`src/rtl/nrz_record_regs.svh`:
```
// Timing constants and track layout for the parallel NRZ tape record path
`ifndef NRZ_RECORD_REGS_SVH
`define NRZ_RECORD_REGS_SVH

// ----------------------------------------
// Timing
// ----------------------------------------
`define CLK_PERIOD_NS     50
`define REC_PULSE_NS      1000
`define REC_PULSE_CYCLES  ((`REC_PULSE_NS + `CLK_PERIOD_NS - 1) / `CLK_PERIOD_NS)

// ----------------------------------------
// Track layout, track 1 at index 0
// ----------------------------------------
`define TRACK_COUNT       11
`define WORD_BITS         9
`define TRK_BIT9          0
`define TRK_BIT1          1
`define TRK_BIT2          2
`define TRK_BIT3          3
`define TRK_BIT4          4
`define TRK_CLOCK         5
`define TRK_BIT5          6
`define TRK_BIT6          7
`define TRK_BIT7          8
`define TRK_BIT8          9
`define TRK_FSYNC         10

`endif

```
`src/rtl/nrz_record_pkg.sv`:
```
// Types shared by the NRZ tape record path
package nrz_record_pkg;
	typedef enum logic {
		PULSE_IDLE,
		PULSE_HIGH
	} pulse_state_t;
endpackage

```
`src/rtl/toggle_channel.sv`:
```
// One NRZ toggle record channel driving a head with a complementary pair
`timescale 1ns/10ps
module toggle_channel (
	// Clock and reset
	input  wire logic clk,
	input  wire logic rst_b,
	// Record inputs
	input  wire logic rec_fire,
	input  wire logic data_in,
	// Head drive
	output logic      head_p,
	output logic      head_n
);
	logic state_ff;

	// ----------------------------------------
	// Toggle state
	// ----------------------------------------
	always_ff @(posedge clk or negedge rst_b) begin
		if (!rst_b) begin
			state_ff <= 1'b0;
		end else if (rec_fire && data_in) begin
			state_ff <= ~state_ff;
		end
	end

	assign head_p = state_ff;
	assign head_n = ~state_ff;
endmodule

```
`src/rtl/nrz_tape_record.sv`:
```
// Parallel NRZ tape record path: record pulse, frame sync flag, eleven channels
// Notes on behaviour
// - Every strobe that rises while no pulse is running becomes one record pulse that clocks all track channels together.
// - The record pulse is written as a one on the clock track, flipping it once per word.
// - The record pulse starts on the rising edge of the strobe and is a single positive pulse.
// - A rising frame sync edge sets a flag that presents a one to the frame sync channel.
// - After recording the flag clears, so later strobes leave the frame sync track alone.
// - The flag clears on the falling edge of the record pulse, about 1 us after its rise.
// - A channel toggles only when its input is one at the rising edge of a record pulse.
// - Eleven independent toggle channels each drive their own head.
// - Tracks carry bit 9, bits 1-4, clock, bits 5-7, bit 8 and frame sync in that order.
// - Each head gets a true and an inverted drive that are always opposite.
`timescale 1ns/10ps
`include "nrz_record_regs.svh"
module nrz_tape_record #(
	parameter int PULSE_CYCLES = `REC_PULSE_CYCLES
) (
	// Clock and reset
	input  wire logic                      clk,
	input  wire logic                      rst_b,
	// Digitizer
	input  wire logic                      conv_done,
	input  wire logic [`WORD_BITS-1:0]     word_in,
	// Demultiplexer
	input  wire logic                      frame_sync,
	// Tape heads
	output logic      [`TRACK_COUNT-1:0]   head_p,
	output logic      [`TRACK_COUNT-1:0]   head_n,
	// Status
	output logic                           rec_pulse,
	output logic                           fsync_flag
);
	import nrz_record_pkg::*;

	logic                        rst_meta_ff;
	logic                        rst_sync_ff;
	logic [2:0]                  conv_sync_ff;
	logic [2:0]                  fsync_sync_ff;
	logic                        conv_level_ff;
	logic                        fsync_level_ff;
	logic                        conv_rise;
	logic                        fsync_rise;
	pulse_state_t                pulse_state_ff;
	logic [15:0]                 pulse_cnt_ff;
	logic                        pulse_fall;
	logic                        fsync_ff;
	logic                        rec_fire;
	logic [`TRACK_COUNT-1:0]     track_in;

	// ----------------------------------------
	// Reset release
	// ----------------------------------------
	always_ff @(posedge clk or negedge rst_b) begin
		if (!rst_b) begin
			rst_meta_ff <= 1'b0;
			rst_sync_ff <= 1'b0;
		end else begin
			rst_meta_ff <= 1'b1;
			rst_sync_ff <= rst_meta_ff;
		end
	end

	// ----------------------------------------
	// Pin synchronisers
	// ----------------------------------------
	// Level changes only once stages two and three agree
	always_ff @(posedge clk or negedge rst_sync_ff) begin
		if (!rst_sync_ff) begin
			conv_sync_ff   <= 3'h0;
			fsync_sync_ff  <= 3'h0;
			conv_level_ff  <= 1'b0;
			fsync_level_ff <= 1'b0;
		end else begin
			conv_sync_ff  <= {conv_sync_ff[1:0], conv_done};
			fsync_sync_ff <= {fsync_sync_ff[1:0], frame_sync};
			if (conv_sync_ff[1] == conv_sync_ff[2]) begin
				conv_level_ff <= conv_sync_ff[2];
			end
			if (fsync_sync_ff[1] == fsync_sync_ff[2]) begin
				fsync_level_ff <= fsync_sync_ff[2];
			end
		end
	end

	assign conv_rise  = (conv_sync_ff[1] == conv_sync_ff[2]) && conv_sync_ff[2] && !conv_level_ff;
	assign fsync_rise = (fsync_sync_ff[1] == fsync_sync_ff[2]) && fsync_sync_ff[2] && !fsync_level_ff;

	// ----------------------------------------
	// Record pulse generator
	// ----------------------------------------
	// Strobes during a pulse are ignored: one pulse per word
	always_ff @(posedge clk or negedge rst_sync_ff) begin
		if (!rst_sync_ff) begin
			pulse_state_ff <= PULSE_IDLE;
			pulse_cnt_ff   <= 16'h0000;
		end else begin
			unique case (pulse_state_ff)
				PULSE_IDLE: begin
					if (conv_rise) begin
						pulse_state_ff <= PULSE_HIGH;
						pulse_cnt_ff   <= 16'(PULSE_CYCLES - 1);
					end
				end
				PULSE_HIGH: begin
					if (pulse_cnt_ff == 16'h0000) begin
						pulse_state_ff <= PULSE_IDLE;
					end else begin
						pulse_cnt_ff <= pulse_cnt_ff - 16'h0001;
					end
				end
			endcase
		end
	end

	assign rec_pulse  = (pulse_state_ff == PULSE_HIGH);
	assign rec_fire   = conv_rise && (pulse_state_ff == PULSE_IDLE);
	assign pulse_fall = rec_pulse && (pulse_cnt_ff == 16'h0000);

	// ----------------------------------------
	// Frame sync flag
	// ----------------------------------------
	always_ff @(posedge clk or negedge rst_sync_ff) begin
		if (!rst_sync_ff) begin
			fsync_ff <= 1'b0;
		end else if (fsync_rise) begin
			fsync_ff <= 1'b1;
		end else if (pulse_fall) begin
			fsync_ff <= 1'b0;
		end
	end

	assign fsync_flag = fsync_ff;

	// ----------------------------------------
	// Track allocation
	// ----------------------------------------
	always_comb begin
		track_in              = '0;
		track_in[`TRK_BIT9]   = word_in[8];
		track_in[`TRK_BIT1]   = word_in[0];
		track_in[`TRK_BIT2]   = word_in[1];
		track_in[`TRK_BIT3]   = word_in[2];
		track_in[`TRK_BIT4]   = word_in[3];
		track_in[`TRK_CLOCK]  = 1'b1;
		track_in[`TRK_BIT5]   = word_in[4];
		track_in[`TRK_BIT6]   = word_in[5];
		track_in[`TRK_BIT7]   = word_in[6];
		track_in[`TRK_BIT8]   = word_in[7];
		track_in[`TRK_FSYNC]  = fsync_ff;
	end

	// ----------------------------------------
	// Record channels
	// ----------------------------------------
	// Word sampled directly: digitizer holds it stable across the strobe
	for (genvar g = 0; g < `TRACK_COUNT; g++) begin : gen_chan
		toggle_channel u_chan (
			.clk     (clk),
			.rst_b   (rst_sync_ff),
			.rec_fire(rec_fire),
			.data_in (track_in[g]),
			.head_p  (head_p[g]),
			.head_n  (head_n[g])
		);
	end
endmodule

```
`config.mk`:
```
export PLATFORM = sky130hd
export DESIGN_NAME = nrz_tape_record
export DESIGN_NICKNAME = d
export VERILOG_FILES = /design/src/rtl/nrz_record_pkg.sv /design/src/rtl/toggle_channel.sv /design/src/rtl/nrz_tape_record.sv
export VERILOG_INCLUDE_DIRS = /design/src /design/src/rtl
export SDC_FILE = /design/constraint.sdc
export NUM_CORES = 1
export LEC_CHECK = 0
export ABC_AREA = 1
export BUFFER_PORTS_ARGS = -buffer_cell sky130_fd_sc_hd__buf_2
export CAP_MARGIN = 25
export CORE_MARGIN = 5
export CORE_UTILIZATION = 35
export CTS_CLUSTER_DIAMETER = 200
export DETAILED_ROUTE_END_ITERATION = 16
export PLACE_DENSITY_LB_ADDON = 0.25
export SYNTH_ARGS = -nofsm -noshare
export SYNTH_HDL_FRONTEND = slang
export SYNTH_SLANG_ARGS = --single-unit
export TNS_END_PERCENT = 50
```
`constraint.sdc`:
```
create_clock -name clk -period 1.65 [get_ports clk]
set_input_delay 0.33 -clock clk [delete_from_list [all_inputs] [get_ports clk]]
set_output_delay 0.33 -clock clk [all_outputs]
set_load 0.005 [all_outputs]
```
======== After elaboration in Yosys (flattened, before gate mapping) ========
Cells that the tools add are included.
storage, ports and cells
  output and inout port bits .............. 24
  word-level logic and storage cells ...... 66
  bits in registers ....................... 39
  bits of input ports ..................... 13
operators by class
  bitwise logic cells ..................... 12
  muxes and demuxes ....................... 8
  add/subtract/negate cells ............... 1
  equality and inequality tests ........... 4
  reductions and logical operators ........ 21
operators by type and width
  cell                                                 count
  2-to-1 mux 16 bit                                    2
  one-hot mux 16 bit (2 select lines)                  1
  logical AND 1 bit                                    16
  zero test 16 bit                                     1
  subtractor 16 x 1 -> 16 bit (second input constant)  1
  inverter 1 bit                                       12
  2-to-1 mux 1 bit                                     4
  != test 2 bit (second input constant)                2
  equality test 1 bit                                  2
  zero test 1 bit                                      2
  one-hot mux 1 bit (2 select lines)                   1
  AND reduction 2 bit                                  1
  nonzero test 2 bit                                   1

======== Logic depth before layout (Yosys ltp) ========
  depth in word-level cells ............... 5
  mapped depth ............................ 10
  mapped depth without buffers ............ 10

======== By module ========
Synthesis repeated with hierarchy kept, for this count alone.
unflattened totals
  cells, all modules ...................... 235
  area total of the unflattened synthesis .. 1908.1 um2
modules (own cells, without submodules)
  module           instances  area an instance (um2)  cells each
  nrz_tape_record  1          1412.6                  169
  toggle_channel   11         45.0                    6

======== Worst setup path before layout ========
Ideal clock, no wire load.
  path type ............................... register to register
  start ................................... register pulse_cnt_ff[0]
  end ..................................... register pulse_cnt_ff[10]
  path slack .............................. 0.154 ns
  cell stages (with the launch flop) ...... 11
  required time ........................... 1.532 ns
  setup time .............................. 0.118 ns
  period minus slack after synthesis ...... 1.496 ns
  data arrival time ....................... 1.378 ns
  path through ............................ dfrtp_1 -> inv_1 -> ha_1 -> nand2_2 -> nor2_2 -> nand2_2 -> nand2_4 -> nand2_2 -> buf_6 -> nand3_1 -> nand2_1
between the ends
  cells in the longest elaborated chain, start to end .. 3
  elaborated cells on any way between the ends .. 6
  those cells by class .................... 1 x add/sub; 1 x eq/ne; 2 x mux; 2 x reduce/logical
ends and longest elaborated chain
  element                                                                     RTL line                                        RTL
  start, declared                                                             nrz_tape_record.sv:44                           logic [15:0] pulse_cnt_ff;
  start signal, assigned                                                      nrz_tape_record.sv:101                          pulse_cnt_ff <= 16'(PULSE_CYCLES - 1);
  start signal, assigned                                                      nrz_tape_record.sv:108                          pulse_cnt_ff <= pulse_cnt_ff - 16'h0001;
  subtractor 16 x 1 -> 16 bit or zero test 16 bit (tied branches)             nrz_tape_record.sv:108, nrz_tape_record.sv:105
  2-to-1 mux 16 bit or != test 2 bit (tied branches)                          --
  one-hot mux 16 bit (2 select lines) or AND reduction 2 bit (tied branches)  --
Several ways; a longest one is shown, not always the timed one. The select of a mux whose other input is x is not followed.
A chain may end at the register's enable or synchronous reset.

======== Worst setup path in the final report ========
  start ................................... register pulse_cnt_ff[1]
  end ..................................... register pulse_cnt_ff[15]
The elaborated chain is that of the path after synthesis.

==> flow_metrics.py <==
metrics = {
    "outcome": {
        "run_status": "complete, no violations",
    },
    "placed_design": {
        "port_buffers": 36,
        "dp_hpwl_microns": 2760,
        "globalplace.congestion": 0.794,
        "place_ws_ns": 0.114,
        "place_area_sq_um": 2180,
    },
    "flow_run": {
        "drv_cap": 0,
    },
    "routing": {
        "wl_per_cell_microns": 11.2,
        "viasPerCell": 4.32,
        "wl_met3_microns": 153,
        "dr.pass1.iters": 4,
        "drc": 0,
        "met2_length_microns": 1850,
        "vias": 1453,
        "wl_met1_microns": 1710,
        "drt-initial-drc-count": 37,
        "drt-total-wl_microns": 3750,
        "ant_nets": 0,
        "highest_layer": "met4",
    },
    "floorplanning": {
        "start_util": 0.364,
        "fp.dieH_microns": 86.1,
        "die_x_microns": 86.1,
        "core_sq_um": 5570,
        "io_pins": 37,
        "num_rows": 27,
        "die_area_sq_um": 7410,
    },
    "critical_path": {
        "crit_end": "pulse_cnt_ff[15]$_DFFE_PN0P_",
        "r2r_end": "pulse_cnt_ff[15]$_DFFE_PN0P_",
        "crit_path_frequent_cell": "nand2_2",
        "endpoint_kind": "flip-flop",
        "critPathRequiredTime_ns": 1.83,
        "r2r_setup_slack_ns": 0.15,
        "crit_fanout": 11,
        "path_buf_inv": 2,
        "crit_start": "pulse_cnt_ff[1]$_DFFE_PN0P_",
        "cp_slowest_stage_delay_ns": 0.37,
        "r2r-start": "pulse_cnt_ff[1]$_DFFE_PN0P_",
        "crit_type": "flip-flop to flip-flop",
        "worst-path-stages": 8,
        "slowest_stage": "dfrtp_1",
        "startpoint_type": "flip-flop",
        "cp_cell_sequence": "inv_1, ha_1, nand2_2, nor2_2, nand2_2, a21oi_2, buf_12, o21ai_0",
        "critPathArrivalTime_ns": 1.68,
        "r2r_cells": 8,
        "crit_family": "flip-flops",
    },
    "logic_synthesis": {
        "ys_warn_count": 0,
        "yosys.area.top_type_share": 0.481,
        "yosysSeqAreaShare": 0.481,
        "yosys-top-cells-area": "dfrtp_1 (48%), nand2_1 (10%), buf_4 (8.1%)",
        "synth.avg_cell_area_sq_um": 8.59,
        "syn_nets": 252,
        "synth_cell_types": 24,
        "synth_largest_area_cell": "dfrtp_1",
        "synthCells": 236,
        "syn_area_sq_um": 2030,
        "synth-seq-cells": 39,
    },
    "grt": {
        "grt_antenna_before_repair": 0,
        "grt_overflow": 0,
        "grt_max_degree": 38,
        "grt_usage": 0.114,
        "grt_pass1_vias": 1457,
        "grt_pass1_wl_microns": 6660,
    },
    "sta": {
        "hold_viol_final": 0,
        "period_minus_slack_ns": 1.50,
        "rsz0062_at_grt": "false",
        "fin_skew_ns": 0.00460,
        "fmax_ghz": 0.665,
        "drv_slew": 0,
        "setup_viol": 0,
        "holdWs_ns": 0.144,
        "finalCritPeriodShare": 0.912,
        "fin_setup_tns_ns": 0,
        "finalWorstSetupSlack_ns": 0.146,
    },
    "clock_tree": {
        "htree_levels": 2,
        "clk_pin_slew_worst_paths_ns": 0.08,
        "numCtsBuffers": 5,
        "tritoncts": "done",
        "clkSinkCount": 39,
        "clk_latency_ns": 0.29,
        "postCtsSetupBuffers": 0,
        "cts.path.max_buffers": 2,
        "ctsRootBufferMaster": "clkbuf_8",
    },
    "hold_path": {
        "hold_class": "primary input to flip-flop",
    },
    "finish": {
        "area_growth_pct": 12.8,
        "mostFrequentLayoutCell": "nand2_1",
        "diodes": 0,
        "final_cell_mix": "nand2_1 (56), dfrtp_1 (39), buf_2 (36), inv_1 (27), nor2_1 (25)",
        "finalInstanceArea_sq_um": 2290,
        "finalNetCount": 279,
        "layout-drive-gt1-share": 0.265,
    },
    "pwr": {
        "ir_drop_mv": 0.549,
        "powerDensity_nw_per_um2": 1720,
        "leakage_nw": 1.19,
    },
}
## sequential cells by signal, summed over array words and instances, names as in the netlist, 3 cells and up
| signal | flops |
|---|---|
| conv_sync_ff | 3 |
| pulse_cnt_ff | 16 |
| fsync_sync_ff | 3 |
| gen_chan.u_chan.head_p | 11 |
## routing by layer
| metal | track usage | up-vias |
|---|---|---|
| met2 | 0.191 | 22 |
| met5 | 0 | - |
| li1 | - | 751 |
| met3 | 0.0307 | 4 |
| met4 | 0.0561 | 0 |
| met1 | 0.134 | 676 |
## where the power goes
part / switching [mW] / total [mW] / internal (mW)
registers: 0.218 / 1.49 / 1.27
logic: 1.05 / 1.82 / 0.770
clock network: 0.327 / 0.622 / 0.295
## cell type report
class                      instances  area (sq um)
clock buffer                       6          72.6
clock inverter                     2          12.5
fill                             568          3290
inverter                          28           105
multi-input combinational        143           759
sequential                        39           976
tap                               72          90.1
timing repair buffer              46           270
## what timing repair did
| item | 4_1_cts | 5_1_grt |
|---|---|---|
| hold endpoints to repair | 2 | 0 |
| setup endpoints to repair | 0 | 11 |
| resized for setup | 0 | 3 |
| hold buffers | 1 | 0 |
## synthesized netlist by cell type
master    instances
nand3_1          12
inv_1            27
a21oi_1           1
inv_2             1
nor2_2            4
xor2_1           17
nand2_4           1
nor2_1           27
nand2_2           3
o21ai_0           5
nor3_2            1
ha_1              3
nor3_1            2
nand2_1          56
buf_6             2
buf_2             1
conb_1            1
clkbuf_1          1
a21oi_2           1
o21ai_2           3
mux2_2            2
dfrtp_1          39
nand4_1           4
buf_4            22
## cell families after synthesis
| kind of cell | after synthesis | synth area share |
|---|---|---|
| mux | 2 | 0.0111 |
| flops | 39 | 0.481 |
| xor+xnor | 17 | 0.0735 |
| buf+inv | 54 | 0.149 |
| simple gates | 110 | 0.233 |
| compound gates | 10 | 0.0321 |
| other cells | 1 | 0.00185 |
| fa+ha+maj | 3 | 0.0185 |
## how the worst min path moves through the flow
stage,startpoint,to,slack [ns],cells past startpoint
6_report,conv_done,conv_sync_ff[0]$_DFF_PN0_,0.14,1
3_5_place_dp,rst_b,rst_meta_ff$_DFF_PN0_,0.12,1
3_3_place_gp,rst_b,rst_sync_ff$_DFF_PN0_,0.12,1
2_1_floorplan,rst_b,rst_meta_ff$_DFF_PN0_,0.03,0
5_1_grt,conv_done,conv_sync_ff[0]$_DFF_PN0_,0.13,1
4_1_cts,conv_done,conv_sync_ff[0]$_DFF_PN0_,0.13,1
## metrics by stage
stage               cells   util  total power [mW]
floorplan             236      -              3.01
global placement      327  0.391              3.32
finish                336  0.410              3.93
CTS                   336  0.408              3.99
detailed placement    327  0.391              3.33
global route          336  0.410              4.33
Power figures use the tool's default switching activity.
